==> config.mk <==
export PLATFORM = sky130hd
export DESIGN_NAME = pmbus_fault_status_sequencing_regs
export DESIGN_NICKNAME = d
export VERILOG_FILES = /design/src/pkg/pmbus_seq_pkg.sv /design/src/pkg/ms_timer_if.sv /design/src/design/seq_ms_timer.sv /design/src/design/pmbus_fault_status_sequencing_regs.sv
export SDC_FILE = /design/constraint.sdc
export NUM_CORES = 1
export LEC_CHECK = 0
export BUFFER_PORTS_ARGS = -buffer_cell sky130_fd_sc_hd__buf_2
export CAP_MARGIN = 20
export CORE_ASPECT_RATIO = 0.8
export CORE_MARGIN = 4
export CORE_UTILIZATION = 64
export DETAILED_ROUTE_END_ITERATION = 6
export PLACE_DENSITY = 0.88
export SLEW_MARGIN = 10
export SYNTH_ARGS = -nofsm -noshare
export SYNTH_HDL_FRONTEND = slang
export SYNTH_SLANG_ARGS = --single-unit
==> constraint.sdc <==
create_clock -name i_mclk -period 11.15 [get_ports i_mclk]
set_clock_uncertainty 0.2 [all_clocks]
set_input_delay 1.115 -clock i_mclk [delete_from_list [all_inputs] [get_ports i_mclk]]
set_output_delay 1.115 -clock i_mclk [all_outputs]
set_load 0.05 [all_outputs]
==> src/pkg/pmbus_seq_pkg.sv <==
// Constants, types and decode helpers for the command register block.
// Assumes a 20 MHz i_mclk and a transport layer that presents decoded commands.
package pmbus_seq_pkg;
	// ----------------------------------------------------------------
	// Command codes
	// ----------------------------------------------------------------
	localparam logic [7:0] CMD_IN_LOW_WARN = 8'h58;
	localparam logic [7:0] CMD_IN_LOW_FAULT = 8'h59;
	localparam logic [7:0] CMD_IN_LOW_ACTION = 8'h5a;
	localparam logic [7:0] CMD_GOOD_ON = 8'h5e;
	localparam logic [7:0] CMD_ON_DELAY = 8'h60;
	localparam logic [7:0] CMD_ON_RAMP = 8'h61;
	localparam logic [7:0] CMD_OFF_DELAY = 8'h64;
	localparam logic [7:0] CMD_OFF_RAMP = 8'h65;
	localparam logic [7:0] CMD_CRIT_SUMMARY = 8'h78;
	localparam logic [7:0] CMD_FULL_SUMMARY = 8'h79;
	localparam logic [7:0] CMD_VOUT_FLAGS = 8'h7a;
	localparam logic [7:0] CMD_IOUT_FLAGS = 8'h7b;
	localparam logic [7:0] CMD_INPUT_FLAGS = 8'h7c;
	localparam logic [7:0] CMD_CML_FLAGS = 8'h7e;
	// ----------------------------------------------------------------
	// Reset values and fields
	// ----------------------------------------------------------------
	localparam logic [7:0] ACTION_RST = 8'h80;
	localparam logic [1:0] ACTION_RSVD = 2'b10;
	localparam logic [2:0] RETRY_NONE = 3'b000;
	localparam logic [2:0] RETRY_ALWAYS = 3'b111;
	localparam logic [15:0] TIME_RST = 16'hca80;
	localparam int CML_BAD_WRITE = 1;
	localparam int CML_BAD_CMD = 7;
	localparam logic [1:0] STRAP_LOAD_AT = 2'd2;
	// ----------------------------------------------------------------
	// Timing
	// ----------------------------------------------------------------
	localparam int MCLK_HZ = 20_000_000;
	localparam int MS_CYCLES = MCLK_HZ / 1000;
	localparam int RETRY_STEP_MS = 35;
	localparam int ON_DELAY_MAX_MS = 500;
	localparam int ON_RAMP_MAX_MS = 200;
	localparam int OFF_DELAY_MAX_MS = 256;
	localparam int OFF_RAMP_MAX_MS = 200;
	localparam int WARN_NUM = 11;
	localparam int WARN_DEN = 10;
	localparam int GOOD_NUM = 9;
	localparam int GOOD_DEN = 10;
	// ----------------------------------------------------------------
	// Monitor pin indices
	// ----------------------------------------------------------------
	localparam int MON_W = 16;
	localparam int MON_OUTPUT_HIGH_FAULT_FLAG = 0;
	localparam int MON_VOUT_OV_WARN = 1;
	localparam int MON_VOUT_UV_WARN = 2;
	localparam int MON_VOUT_UV_FAULT = 3;
	localparam int MON_OUTPUT_OVERCURRENT_FAULT_FLAG = 4;
	localparam int MON_IOUT_OC_LV = 5;
	localparam int MON_IOUT_OC_WARN = 6;
	localparam int MON_IOUT_UC = 7;
	localparam int MON_VIN_OV_FAULT = 8;
	localparam int MON_VIN_OV_WARN = 9;
	localparam int MON_VIN_BELOW_WARN = 10;
	localparam int MON_VIN_BELOW_FAULT = 11;
	localparam int MON_TEMP = 12;
	localparam int MON_VENDOR = 13;
	localparam int MON_VOUT_ABOVE_GOOD = 14;
	localparam int MON_VOUT_BELOW_UVF = 15;

	typedef enum logic [2:0] {
		SEQ_OFF, SEQ_ON_DLY, SEQ_RISE, SEQ_ON, SEQ_OFF_DLY, SEQ_FALL, SEQ_HOLD, SEQ_RETRY
	} seq_state_t;

	// Linear-11 millisecond value to whole ms, clamped to lim
	function automatic logic [15:0] l11_ms(input logic [15:0] v, input int lim);
		logic signed [4:0] e;
		logic [31:0] r;
		e = v[15:11];
		r = {21'd0, v[10:0]};
		if (v[10]) begin
			r = '0;
		end else if (e < 0) begin
			r = r >> 5'(-e);
		end else begin
			r = r << e;
		end
		if (r > 32'(lim)) begin
			r = 32'(lim);
		end
		return r[15:0];
	endfunction
endpackage

==> src/pkg/ms_timer_if.sv <==
// Millisecond timer link between the sequencer and its timer.
// Assumes both ends run on i_mclk.
`timescale 1ns/10ps
interface ms_timer_if;
	logic start;
	logic [15:0] ms;
	logic done;
	modport ctl(output start, output ms, input done);
	modport tmr(input start, input ms, output done);
endinterface

==> src/design/seq_ms_timer.sv <==
// Millisecond down-counter; done pulses once when the loaded time expires.
// Assumes a synchronous start pulse on the same clock.
`timescale 1ns/10ps
module seq_ms_timer #(
	parameter int MS_CYCLES = pmbus_seq_pkg::MS_CYCLES
) (
	input wire logic i_mclk,
	input wire logic i_reset_n,
	ms_timer_if.tmr t
);
	logic [31:0] cyc_q;
	logic [15:0] left_q;
	logic run_q;

	initial begin
		if (MS_CYCLES < 1) begin
			$error("MS_CYCLES must be at least 1");
		end
	end

	assign t.done = run_q && (left_q == 16'h0000);

	always_ff @(posedge i_mclk or negedge i_reset_n) begin
		if (!i_reset_n) begin
			run_q <= 1'b0;
			left_q <= '0;
			cyc_q <= '0;
		end else if (t.start) begin
			run_q <= 1'b1;
			left_q <= t.ms;
			cyc_q <= '0;
		end else if (run_q) begin
			if (left_q == 16'h0000) begin
				run_q <= 1'b0;
			end else if (cyc_q == 32'(MS_CYCLES - 1)) begin
				cyc_q <= '0;
				left_q <= left_q - 16'h0001;
			end else begin
				cyc_q <= cyc_q + 32'd1;
			end
		end
	end
endmodule

==> src/design/pmbus_fault_status_sequencing_regs.sv <==
// Fault thresholds, power sequencing timers and status summary registers.
// Assumes a transport layer that decodes commands on i_mclk; monitor pins,
// the enable pin and straps are asynchronous and are synchronised here.
`timescale 1ns/10ps
// Contract
// (RULE1) Warn crossing sets summary, input flag, alert
// (RULE2) Fault held until input above warn
// (RULE3) Warn threshold R/W, default 1.1x strap
// (RULE4) Fault threshold R/W, default from strap
// (RULE5) Action reserved 10; retry 000 or 111
// (RULE6) Retry spacing is (delay+1) times 35 ms
// (RULE7) Action resets to 80h
// (RULE8) Good on above threshold, off below UVF
// (RULE9) Good threshold R/W, default 0.9x strap
// (RULE10) Turn-on delay before ramp, default 5 ms
// (RULE11) Ramp up over rise time, reset CA80h
// (RULE12) Turn-off delay before fall, default 5 ms
// (RULE13) Ramp down over fall time
// (RULE14) Status byte bit layout as listed
// (RULE15) Off bit set whenever output unpowered
// (RULE16) Status word: byte low, summaries high
// (RULE17) Word bit 11 set while good negated
// (RULE18) Host reads details guided by summaries
// (RULE19) Output voltage flags layout, low nibble zero
// (RULE20) Output current flags layout, low nibble zero
// (RULE21) Input flags layout, low nibble zero
// (RULE22) Write to read-only ignored, sets comm bit 1
// (RULE23) Details latch; summaries follow details
module pmbus_fault_status_sequencing_regs #(
	parameter int MS_CYCLES = pmbus_seq_pkg::MS_CYCLES
) (
	input wire logic i_mclk,
	input wire logic i_reset_n,
	input wire logic i_enable,
	input wire logic [15:0] i_monitor,
	input wire logic [15:0] i_strap_uv_fault,
	input wire logic [15:0] i_strap_vout,
	input wire logic [7:0] i_cmd,
	input wire logic i_wr,
	input wire logic [15:0] i_wdata,
	input wire logic i_rd,
	input wire logic i_clear_faults,
	output logic [15:0] o_rdata,
	output logic o_rd_valid,
	output logic o_power_stage_on,
	output logic o_ramp_up,
	output logic o_ramp_down,
	output logic o_power_good,
	output logic o_alert
);
	// ----------------------------------------------------------------
	// Synchronisers
	// ----------------------------------------------------------------
	logic [16:0] pin_s1_q, pin_s2_q;
	logic [31:0] strap_s1_q, strap_s2_q;
	logic [15:0] mon;
	logic en_s;

	always_ff @(posedge i_mclk or negedge i_reset_n) begin
		if (!i_reset_n) begin
			pin_s1_q <= '0;
			pin_s2_q <= '0;
			strap_s1_q <= '0;
			strap_s2_q <= '0;
		end else begin
			pin_s1_q <= {i_enable, i_monitor};
			pin_s2_q <= pin_s1_q;
			strap_s1_q <= {i_strap_vout, i_strap_uv_fault};
			strap_s2_q <= strap_s1_q;
		end
	end
	assign mon = pin_s2_q[15:0];
	assign en_s = pin_s2_q[16];

	// ----------------------------------------------------------------
	// Configuration registers
	// ----------------------------------------------------------------
	logic [15:0] warn_q, fault_q, good_on_q, on_dly_q, on_ramp_q, off_dly_q, off_ramp_q;
	logic [5:0] action_q;
	logic [1:0] load_cnt_q;
	logic [15:0] warn_dflt, good_dflt;
	logic signed [15:0] warn_mant;
	logic [31:0] good_full;
	logic wr_rw, wr_ro, wr_bad;
	localparam logic [5:0] ACTION_LOW = pmbus_seq_pkg::ACTION_RST[5:0]; // RULE7

	always_comb begin
		warn_mant = 16'(($signed({{5{strap_s2_q[10]}}, strap_s2_q[10:0]})
			* pmbus_seq_pkg::WARN_NUM) / pmbus_seq_pkg::WARN_DEN);
		warn_dflt = {strap_s2_q[15:11], warn_mant[10:0]};
		good_full = ({16'd0, strap_s2_q[31:16]} * 32'(pmbus_seq_pkg::GOOD_NUM))
			/ 32'(pmbus_seq_pkg::GOOD_DEN);
		good_dflt = good_full[15:0];
	end

	always_comb begin
		wr_rw = 1'b0;
		wr_ro = 1'b0;
		unique case (i_cmd)
			pmbus_seq_pkg::CMD_IN_LOW_WARN, pmbus_seq_pkg::CMD_IN_LOW_FAULT,
			pmbus_seq_pkg::CMD_IN_LOW_ACTION, pmbus_seq_pkg::CMD_GOOD_ON,
			pmbus_seq_pkg::CMD_ON_DELAY, pmbus_seq_pkg::CMD_ON_RAMP,
			pmbus_seq_pkg::CMD_OFF_DELAY, pmbus_seq_pkg::CMD_OFF_RAMP: begin
				wr_rw = i_wr;
			end
			pmbus_seq_pkg::CMD_CRIT_SUMMARY, pmbus_seq_pkg::CMD_FULL_SUMMARY,
			pmbus_seq_pkg::CMD_VOUT_FLAGS, pmbus_seq_pkg::CMD_IOUT_FLAGS,
			pmbus_seq_pkg::CMD_INPUT_FLAGS, pmbus_seq_pkg::CMD_CML_FLAGS: begin
				wr_ro = i_wr;
			end
			default: begin
			end
		endcase
		wr_bad = i_wr && !wr_rw && !wr_ro;
	end

	always_ff @(posedge i_mclk or negedge i_reset_n) begin
		if (!i_reset_n) begin
			load_cnt_q <= '0;
			warn_q <= '0;
			fault_q <= '0;
			good_on_q <= '0;
			action_q <= ACTION_LOW;
			on_dly_q <= pmbus_seq_pkg::TIME_RST; // RULE10
			on_ramp_q <= pmbus_seq_pkg::TIME_RST; // RULE11
			off_dly_q <= pmbus_seq_pkg::TIME_RST; // RULE12
			off_ramp_q <= pmbus_seq_pkg::TIME_RST;
		end else if (load_cnt_q == pmbus_seq_pkg::STRAP_LOAD_AT) begin
			load_cnt_q <= load_cnt_q + 2'd1;
			warn_q <= warn_dflt; // RULE3
			fault_q <= strap_s2_q[15:0]; // RULE4
			good_on_q <= good_dflt; // RULE9
		end else begin
			if (load_cnt_q < pmbus_seq_pkg::STRAP_LOAD_AT) begin
				load_cnt_q <= load_cnt_q + 2'd1;
			end
			if (wr_rw) begin
				unique case (i_cmd)
					pmbus_seq_pkg::CMD_IN_LOW_WARN: warn_q <= i_wdata; // RULE3
					pmbus_seq_pkg::CMD_IN_LOW_FAULT: fault_q <= i_wdata; // RULE4
					pmbus_seq_pkg::CMD_IN_LOW_ACTION: action_q <= i_wdata[5:0];
					pmbus_seq_pkg::CMD_GOOD_ON: good_on_q <= i_wdata; // RULE9
					pmbus_seq_pkg::CMD_ON_DELAY: on_dly_q <= i_wdata;
					pmbus_seq_pkg::CMD_ON_RAMP: on_ramp_q <= i_wdata;
					pmbus_seq_pkg::CMD_OFF_DELAY: off_dly_q <= i_wdata;
					default: off_ramp_q <= i_wdata;
				endcase
			end
		end
	end

	// ----------------------------------------------------------------
	// Input undervoltage hold and power good
	// ----------------------------------------------------------------
	logic uv_hold_q, good_q;

	always_ff @(posedge i_mclk or negedge i_reset_n) begin
		if (!i_reset_n) begin
			uv_hold_q <= 1'b0;
		end else if (mon[pmbus_seq_pkg::MON_VIN_BELOW_FAULT]) begin
			uv_hold_q <= 1'b1;
		end else if (!mon[pmbus_seq_pkg::MON_VIN_BELOW_WARN]) begin
			uv_hold_q <= 1'b0; // RULE2
		end
	end

	always_ff @(posedge i_mclk or negedge i_reset_n) begin
		if (!i_reset_n) begin
			good_q <= 1'b0;
		end else if (mon[pmbus_seq_pkg::MON_VOUT_BELOW_UVF]) begin
			good_q <= 1'b0; // RULE8
		end else if (mon[pmbus_seq_pkg::MON_VOUT_ABOVE_GOOD]) begin
			good_q <= 1'b1; // RULE8
		end
	end

	// ----------------------------------------------------------------
	// Sequencer
	// ----------------------------------------------------------------
	pmbus_seq_pkg::seq_state_t st_q, st_d;
	ms_timer_if tmr();
	logic powered, uv_trip;

	seq_ms_timer #(.MS_CYCLES(MS_CYCLES)) u_timer (
		.i_mclk(i_mclk),
		.i_reset_n(i_reset_n),
		.t(tmr.tmr)
	);

	assign uv_trip = mon[pmbus_seq_pkg::MON_VIN_BELOW_FAULT];

	always_comb begin
		st_d = st_q;
		tmr.start = 1'b0;
		tmr.ms = '0;
		if (uv_trip && st_q inside {pmbus_seq_pkg::SEQ_ON_DLY, pmbus_seq_pkg::SEQ_RISE,
			pmbus_seq_pkg::SEQ_ON, pmbus_seq_pkg::SEQ_OFF_DLY, pmbus_seq_pkg::SEQ_FALL}) begin
			if (action_q[5:3] == pmbus_seq_pkg::RETRY_ALWAYS) begin
				st_d = pmbus_seq_pkg::SEQ_RETRY; // RULE5
				tmr.start = 1'b1;
				tmr.ms = 16'(({13'd0, action_q[2:0]} + 16'd1)
					* 16'(pmbus_seq_pkg::RETRY_STEP_MS)); // RULE6
			end else begin
				st_d = pmbus_seq_pkg::SEQ_HOLD; // RULE5
			end
		end else begin
			unique case (st_q)
				pmbus_seq_pkg::SEQ_OFF: begin
					if (en_s && !uv_hold_q) begin
						st_d = pmbus_seq_pkg::SEQ_ON_DLY;
						tmr.start = 1'b1;
						tmr.ms = pmbus_seq_pkg::l11_ms(on_dly_q,
							pmbus_seq_pkg::ON_DELAY_MAX_MS); // RULE10
					end
				end
				pmbus_seq_pkg::SEQ_ON_DLY: begin
					if (!en_s) begin
						st_d = pmbus_seq_pkg::SEQ_OFF;
					end else if (tmr.done) begin
						st_d = pmbus_seq_pkg::SEQ_RISE;
						tmr.start = 1'b1;
						tmr.ms = pmbus_seq_pkg::l11_ms(on_ramp_q,
							pmbus_seq_pkg::ON_RAMP_MAX_MS); // RULE11
					end
				end
				pmbus_seq_pkg::SEQ_RISE: begin
					if (tmr.done) begin
						st_d = pmbus_seq_pkg::SEQ_ON;
					end
				end
				pmbus_seq_pkg::SEQ_ON: begin
					if (!en_s) begin
						st_d = pmbus_seq_pkg::SEQ_OFF_DLY;
						tmr.start = 1'b1;
						tmr.ms = pmbus_seq_pkg::l11_ms(off_dly_q,
							pmbus_seq_pkg::OFF_DELAY_MAX_MS); // RULE12
					end
				end
				pmbus_seq_pkg::SEQ_OFF_DLY: begin
					if (tmr.done) begin
						st_d = pmbus_seq_pkg::SEQ_FALL;
						tmr.start = 1'b1;
						tmr.ms = pmbus_seq_pkg::l11_ms(off_ramp_q,
							pmbus_seq_pkg::OFF_RAMP_MAX_MS); // RULE13
					end
				end
				pmbus_seq_pkg::SEQ_FALL: begin
					if (tmr.done) begin
						st_d = pmbus_seq_pkg::SEQ_OFF;
					end
				end
				pmbus_seq_pkg::SEQ_HOLD: begin
					if (!uv_hold_q) begin
						st_d = pmbus_seq_pkg::SEQ_OFF; // RULE5
					end
				end
				pmbus_seq_pkg::SEQ_RETRY: begin
					if (!en_s) begin
						st_d = pmbus_seq_pkg::SEQ_OFF;
					end else if (tmr.done) begin
						st_d = pmbus_seq_pkg::SEQ_ON_DLY; // RULE5
						tmr.start = 1'b1;
						tmr.ms = pmbus_seq_pkg::l11_ms(on_dly_q,
							pmbus_seq_pkg::ON_DELAY_MAX_MS);
					end
				end
			endcase
		end
	end

	always_ff @(posedge i_mclk or negedge i_reset_n) begin
		if (!i_reset_n) begin
			st_q <= pmbus_seq_pkg::SEQ_OFF;
		end else begin
			st_q <= st_d;
		end
	end

	assign powered = st_q inside {pmbus_seq_pkg::SEQ_RISE, pmbus_seq_pkg::SEQ_ON,
		pmbus_seq_pkg::SEQ_OFF_DLY, pmbus_seq_pkg::SEQ_FALL};

	// ----------------------------------------------------------------
	// Latched status
	// ----------------------------------------------------------------
	logic [3:0] vout_q, iout_q, input_q;
	logic temp_q, vendor_q;
	logic [7:0] cml_q, cml_set;
	logic [3:0] clr4;
	logic rd_bad;

	assign clr4 = {4{i_clear_faults}};
	always_comb begin
		cml_set = '0;
		cml_set[pmbus_seq_pkg::CML_BAD_WRITE] = wr_ro; // RULE22
		cml_set[pmbus_seq_pkg::CML_BAD_CMD] = wr_bad || rd_bad;
	end

	always_ff @(posedge i_mclk or negedge i_reset_n) begin
		if (!i_reset_n) begin
			vout_q <= '0;
			iout_q <= '0;
			input_q <= '0;
			temp_q <= 1'b0;
			vendor_q <= 1'b0;
			cml_q <= '0;
		end else begin
			vout_q <= (vout_q & ~clr4) | mon[3:0]; // RULE19
			iout_q <= (iout_q & ~clr4) | mon[7:4]; // RULE20
			input_q <= (input_q & ~clr4) | mon[11:8]; // RULE21 RULE1
			temp_q <= (temp_q && !i_clear_faults) || mon[pmbus_seq_pkg::MON_TEMP]; // RULE23
			vendor_q <= (vendor_q && !i_clear_faults) || mon[pmbus_seq_pkg::MON_VENDOR];
			cml_q <= (cml_q & ~{8{i_clear_faults}}) | cml_set; // RULE22
		end
	end

	// ----------------------------------------------------------------
	// Register views and read port
	// ----------------------------------------------------------------
	logic [7:0] crit, vout_v, iout_v, input_v;
	logic [15:0] full;
	logic other;

	// Flag views reverse mon order (fault first at bit 0) into bits 7:4
	assign vout_v = {vout_q[0], vout_q[1], vout_q[2], vout_q[3], 4'h0}; // RULE19
	assign iout_v = {iout_q[0], iout_q[1], iout_q[2], iout_q[3], 4'h0}; // RULE20
	assign input_v = {input_q[0], input_q[1], input_q[2], input_q[3], 4'h0}; // RULE21
	assign other = |input_v[7:5] || |vout_v[6:4] || |iout_v[6:4]; // RULE1
	assign crit = {1'b0, !powered, vout_v[7], iout_v[7], input_v[4], temp_q,
		|cml_q, other}; // RULE14 RULE15
	assign full = {|vout_v, |iout_v, |input_v, vendor_q, !good_q, 3'b000,
		crit}; // RULE16 RULE17 RULE23

	logic [15:0] rdata_q;
	logic rd_valid_q, alert_q;

	assign rd_bad = i_rd && !(i_cmd inside {pmbus_seq_pkg::CMD_IN_LOW_WARN,
		pmbus_seq_pkg::CMD_IN_LOW_FAULT, pmbus_seq_pkg::CMD_IN_LOW_ACTION,
		pmbus_seq_pkg::CMD_GOOD_ON, pmbus_seq_pkg::CMD_ON_DELAY, pmbus_seq_pkg::CMD_ON_RAMP,
		pmbus_seq_pkg::CMD_OFF_DELAY, pmbus_seq_pkg::CMD_OFF_RAMP,
		pmbus_seq_pkg::CMD_CRIT_SUMMARY, pmbus_seq_pkg::CMD_FULL_SUMMARY,
		pmbus_seq_pkg::CMD_VOUT_FLAGS, pmbus_seq_pkg::CMD_IOUT_FLAGS,
		pmbus_seq_pkg::CMD_INPUT_FLAGS, pmbus_seq_pkg::CMD_CML_FLAGS});

	always_ff @(posedge i_mclk or negedge i_reset_n) begin
		if (!i_reset_n) begin
			rdata_q <= '0;
			rd_valid_q <= 1'b0;
		end else begin
			rd_valid_q <= i_rd;
			if (i_rd) begin
				unique case (i_cmd)
					pmbus_seq_pkg::CMD_IN_LOW_WARN: rdata_q <= warn_q;
					pmbus_seq_pkg::CMD_IN_LOW_FAULT: rdata_q <= fault_q;
					pmbus_seq_pkg::CMD_IN_LOW_ACTION: rdata_q <= {8'h00,
						pmbus_seq_pkg::ACTION_RSVD, action_q}; // RULE5
					pmbus_seq_pkg::CMD_GOOD_ON: rdata_q <= good_on_q;
					pmbus_seq_pkg::CMD_ON_DELAY: rdata_q <= on_dly_q;
					pmbus_seq_pkg::CMD_ON_RAMP: rdata_q <= on_ramp_q;
					pmbus_seq_pkg::CMD_OFF_DELAY: rdata_q <= off_dly_q;
					pmbus_seq_pkg::CMD_OFF_RAMP: rdata_q <= off_ramp_q;
					pmbus_seq_pkg::CMD_CRIT_SUMMARY: rdata_q <= {8'h00, crit}; // RULE14
					pmbus_seq_pkg::CMD_FULL_SUMMARY: rdata_q <= full; // RULE16
					pmbus_seq_pkg::CMD_VOUT_FLAGS: rdata_q <= {8'h00, vout_v};
					pmbus_seq_pkg::CMD_IOUT_FLAGS: rdata_q <= {8'h00, iout_v};
					pmbus_seq_pkg::CMD_INPUT_FLAGS: rdata_q <= {8'h00, input_v};
					pmbus_seq_pkg::CMD_CML_FLAGS: rdata_q <= {8'h00, cml_q};
					default: rdata_q <= '0;
				endcase
			end
		end
	end

	always_ff @(posedge i_mclk or negedge i_reset_n) begin
		if (!i_reset_n) begin
			alert_q <= 1'b0;
		end else begin
			alert_q <= |vout_q || |iout_q || |input_q || temp_q || vendor_q || |cml_q; // RULE1
		end
	end

	assign o_rdata = rdata_q;
	assign o_rd_valid = rd_valid_q;
	assign o_power_stage_on = powered;
	assign o_ramp_up = (st_q == pmbus_seq_pkg::SEQ_RISE);
	assign o_ramp_down = (st_q == pmbus_seq_pkg::SEQ_FALL);
	assign o_power_good = good_q;
	assign o_alert = alert_q;
endmodule

* Yosys cells after proc, flatten, opt, wreduce, memory -nomap -nowiden
Index checks and enable logic that the tools add are counted.
Operators by class: div/mod/pow operators 2, reduce and logical (&&, ||, !) cells 60, shift operators 8, multipliers 3, add/sub/neg operators 8, bitwise logic cells 12, eq/ne operators 34, magnitude comparators 10, muxes and demuxes 89
Operator list (number):
- $mux W32 | 29
- $mux W16 | 27
- $pmux W16 S14 | 1
- $shl A11 B5 Y32 | 4
- $shr A11 B5 Y32 | 4
- $eq A8 B7 Y1 const B | 14
- $gt A32 B9 Y1 const B | 3
- $pmux W16 S5 | 1
- $gt A32 B8 Y1 const B | 2
- $mux W3 | 11
- $add A32 B1 Y32 const B | 1
- $div A20 B4 Y32 const B | 1
- $div A32 B5 Y32 const B | 1
- $eq A32 B15 Y1 const B | 1
- $pmux W3 S8 | 1
- $lt A5 B1 Y1 const B | 4
- $mul A16 B4 Y20 const B | 1
- $neg A5 Y5 | 4
- $reduce_and A3 Y1 | 6
- $logic_not A16 Y1 | 1
- $mul A11 B5 Y16 const B | 1
- $mux W1 | 16
- $reduce_bool A2 Y1 | 8
- $reduce_or A8 Y1 | 2
- other kinds (38) | 82
Word-level totals: word-level logic and storage cells 254, flip-flop bits (word level) 312, memory bits (writable) 0, ROM bits 0, bits in latches 0, memories 0

* Logic depth before layout (Yosys ltp)
depth after elaboration 15, mapped depth 37, gate-level depth less buffers 34

* By module
A second synthesis with hierarchy kept.
Unflattened totals: cell total of the unflattened synthesis 2885, area, all modules 24539.8 um^2
By module, submodules not included:
- pmbus_fault_status_sequencing_regs | cells each 2539, area each 21534.4 um^2, times used 1, seq. area each 6606.3 um^2
- seq_ms_timer | cells each 346, area each 3005.4 um^2, times used 1, seq. area each 1226.2 um^2

* Worst setup path before layout
Ideal clock, no wire load.
path kind register to register, start register strap_s2_q[1], end register warn_q[8], arrival 8.016 ns, slack 2.798 ns, stages on the path, launching flop included 35, cell sequence dfrtp_1 ha_1 fa_1 ha_1 nor2b_1 o21ai_1 a21boi_1 o21a_1 o21a_1 o21a_1 or3_1 a221oi_2 and3_1 buf_4 o21ai_1 a2111oi_1 nor2_1 buf_2 a211oi_2 a2bb2oi_2 nand2_1 a2111oi_0 nor3_1 a31oi_1 a21oi_2 o31ai_2 o21bai_2 mux2_4 a2111oi_0 a311oi_1 ha_1 and2_1 a21oi_1 xnor2_1 mux2i_1
On the way: word-level cells in the longest chain between the ends 3
RTL lines:
- start, declared | RTL line pmbus_fault_status_sequencing_regs.sv:55 | logic [31:0] strap_s1_q, strap_s2_q;
- start signal, assigned | RTL line pmbus_fault_status_sequencing_regs.sv:69 | strap_s2_q <= strap_s1_q;
- $mul A11 B5 Y16 | RTL line pmbus_fault_status_sequencing_regs.sv:89 | * pmbus_seq_pkg::WARN_NUM) / pmbus_seq_pkg::WARN_DEN);
- $div A32 B5 Y32 | RTL line pmbus_fault_status_sequencing_regs.sv:89
- $mux W16 | RTL line pmbus_fault_status_sequencing_regs.sv:128 | end else if (load_cnt_q == pmbus_seq_pkg::STRAP_LOAD_AT) begin
- end signal, assigned | RTL line pmbus_fault_status_sequencing_regs.sv:130 | warn_q <= warn_dflt;
- end signal, assigned | RTL line pmbus_fault_status_sequencing_regs.sv:139 | pmbus_seq_pkg::CMD_IN_LOW_WARN: warn_q <= i_wdata;
- end, declared | RTL line pmbus_fault_status_sequencing_regs.sv:78 | logic [15:0] warn_q, fault_q, good_on_q, on_dly_q, on_ramp_q, off_dly_q, off_ramp_q;
No other way between the ends. A chain may end at the register's enable or synchronous reset.

* Final worst setup path
Ends and elaborated chain as after synthesis.

==> impl_metrics.tcl <==
set metrics [dict create \
    floorplan.die_area_um2 42200 \
    relSlewSlack_pct 23.2 \
    post_synth_instance_area_um2 24900 \
    synthArstFlopShare_pct 100 \
    highest_count_cells_in_the_layout_ignoring_fill_and_taps "dfrtp_1, nor2_1, nand2_1" \
    die_height_um 185 \
    layout_min_cycle_time_ns 10.13 \
    min_path_type "reg2reg" \
    crit_path_max_fanout 16 \
    worst_setup_path_start_kind "flip-flop" \
    cts-root-buf "clkbuf_16" \
    ys.flop_type "dfrtp_1" \
    total_congestion_overflow 0 \
    syn_inst 2913 \
    violations "DRC" \
    gr-usage-all-layers_pct 35.8 \
    holdBufCountCts 0 \
    num_rows 64 \
    drt.antenna.violating_nets 0 \
    post_drt_via_cell_ratio 7.11 \
    synthesis.area_per_instance_um2 8.56 \
    layout_overhead_on_the_synthesized_area_pct 7.53 \
    core_area_um2 38400 \
    vias 24400 \
    place_worst_setup_slack_ns 1.02 \
    finish.net_count 3061 \
    detailedPlacementHpwl_mm 56.5 \
    criticalPathCategory "reg2reg" \
    drt_iter0_markers 3835 \
    critical_path_buf_inv_count 0 \
    gp_routability_congestion 1.03 \
    cts_setup_buffers 0 \
    vdd_drop_max_mv 0.240 \
    cts.path.max_buffers 3 \
    layout-drive-gt1-share_pct 13.8 \
    yosysWarningCount 0 \
    setup-tns-final_ns 0 \
    drtPass1Iterations 7 \
    critPathSlowestCell "nor4_2" \
    static-leakage-power_nw 11.4 \
    detail_routed_net_length_per_standard_cell_um 23.0 \
    finalCritPeriodShare_pct 90.9 \
    finalSetupViolations 0 \
    number_of_max_slew_violations_in_the_final_report 0 \
    max_cap_viol_count 0 \
    leading_cell_type_in_the_layout_fill_and_taps_excluded "dfrtp_1" \
    hold_violations 0 \
    synth-seq-cells 312 \
    worstSetupEndpointType "flip-flop" \
    synth-edff-count 0 \
    power_per_cell_area_nw_per_um2 286 \
    ctsHtreeMaxLevel 2 \
    route.detailed.drc 19 \
    crit_family "compound AO/OA/AOI/OAI gates" \
    buffer_ports.inserted 99 \
    final_setup_slack_of_the_worst_path_ns 1.02 \
    postRouteWirelength_mm 78.7 \
    cts-buffers-inserted 35 \
    clk-insertion-delay-late_ns 0.55 \
    clk_pin_slew_worst_paths_ns 0.06 \
    initial_antenna_violation_count 3 \
    cts_tree "done" \
    netlist-cell-type-count 121 \
    grt_pass1_vias 22300 \
    rsz_0062_raised_after_global_routing "false" \
    initial_utilization_pct 65.0 \
    cts_sinks 312 \
    boundaryPins 100 \
    global_route_wire_length_before_repair_mm 124 \
    die_x_um 229 \
    seq_total_area_yosys_pct 31.4 \
    grt_max_degree 105 \
    required_ns 11.33 \
    status "finished with violations" \
    cp.arrival_ns 10.31 \
    post-route-util_pct 69.9 \
    synth.net_count 3074 \
    max_slew.worst_pin.slew_ns 1.15 \
    critPathMaxStageDelay_ns 0.74 \
    fmaxAchievable_mhz 98.7 \
]
-- cell usage after synthesis (12+ instances only) --
cell type	number	area share (%)
a21o_1	32	0.96
nor2_1	286	4.3
xor2_1	42	1.5
o32ai_1	15	0.53
xnor2_1	59	2.1
o31ai_1	12	0.36
or3_1	28	0.70
o21ai_0	204	4.1
buf_2	22	0.44
mux2i_1	132	5.3
a211o_1	18	0.63
o22ai_1	24	0.60
inv_1	86	1.3
nor2b_1	31	0.78
a21oi_1	198	4.0
nand4_1	26	0.65
a31oi_1	48	1.2
and3_1	39	0.98
o21ai_1	16	0.32
mux4_2	30	2.7
nand2_1	272	4.1
a22oi_1	17	0.51
nand3_1	84	1.7
dfstp_2	20	2.1
buf_1	14	0.21
ha_1	74	3.7
a211oi_1	48	1.4
nor4_1	32	0.80
o211ai_1	25	0.75
nor3_1	89	1.8
clkbuf_1	127	1.9
o21a_1	13	0.39
and2_1	23	0.58
dfrtp_1	292	29
nand2b_1	18	0.45
mux2_2	93	4.2
a221oi_1	20	0.70
-- cell families (layout without fill, tap and decap cells) --
kind of cell	count (synthesis)	count (layout)	share of synthesized area [%]
xor gates and xnor gates	103	103	3.72
DFF	312	312	31.4
muxes	259	259	12.4
buffers and inverters	269	282	4.46
and+or+nand+nor	985	985	18.7
other	0	3	0
AOI/OAI and AO/OA	901	901	24.8
adders and majority gates	84	84	4.48
-- through the flow --
step | hold WS, ns | instance area, um2 | total power (W) | instances
after floorplan | 0.131 | 24900 | 0.00529 | 2913
after global placement | 0.132 | 25500 | 0.00612 | 3356
after detailed placement | 0.135 | 25500 | 0.00622 | 3356
after CTS | 0.144 | 26800 | 0.00753 | 3419
after global routing | 0.147 | 26800 | 0.00818 | 3424
final | 0.142 | 26800 | 0.00768 | 3424
-- sequential cells by signal, summed over array words and instances (netlist names), 4 cells and up --
signal          count
vout_q              4
good_on_q          16
fault_q            16
on_dly_q           16
on_ramp_q          16
input_q             4
warn_q             16
iout_q              4
action_q            6
strap_s2_q         32
cml_q               8
pin_s2_q           17
strap_s1_q         32
u_timer.left_q     16
u_timer.cyc_q      32
pin_s1_q           17
o_rdata            16
off_ramp_q         16
off_dly_q          16
-- where the power goes --
group / switching [W] / total [W] / internal (W) / leakage, nW
clock network: 0.000512 / 0.00127 / 0.000762 / 0.610
registers: 0.000185 / 0.00145 / 0.00127 / 3.79
logic: 0.00313 / 0.00495 / 0.00182 / 6.98
-- final timing paths --
path | endpoint | startpoint | slack, ns | depth (start not counted)
worst max-delay path | warn_q[8] | strap_s2_q[1] | 1.02 | 32
worst min-delay path | strap_s2_q[19] | strap_s1_q[19] | 0.14 | 0
worst max register to register | warn_q[8] | strap_s2_q[1] | 1.02 | 32
worst min register to register | strap_s2_q[19] | strap_s1_q[19] | 0.14 | 0
max in group asynchronous | off_dly_q[9] | i_reset_n | 8.27 | 4
min in group asynchronous | load_cnt_q[0] | i_reset_n | 0.43 | 1
-- cell type report --
class	instances	area, um2
Inverter	93	349
Sequential cell	312	7830
Timing Repair Buffer	126	728
Clock buffer	44	960
Fill cell	2933	11500
Clock inverter	19	309
Multi-Input combinational cell	2332	16000
Tap cell	495	619
Antenna cell	3	7.51
-- worst reg2reg max path: cells and delay by family (launching register included) --
kind | cells | cell delay (ns)
AO/OA/AOI/OAI | 17 | 4.41
XOR/XNOR | 1 | 0.16
multiplexers | 2 | 0.49
AND/OR/NAND/NOR | 8 | 2.82
adder cells (fa/ha/maj) | 4 | 1.44
flip-flops | 1 | 0.45
-- timing repair --
item,in CTS,in global routing
endpoints found under the hold margin,0,0
gates resized for setup,0,1
setup endpoints to repair,0,2
-- routing by layer --
layer	track usage, %	up-vias	share of wire, %	wire length [um]
li1	-	10900	-	-
met5	0	-	0	0
met4	9.99	0	3.1	2430
met2	54.2	1560	43	34200
met3	8.90	207	12	9330
met1	51.5	11700	42	32800
No activity file was read; power rests on OpenSTA's default activity.
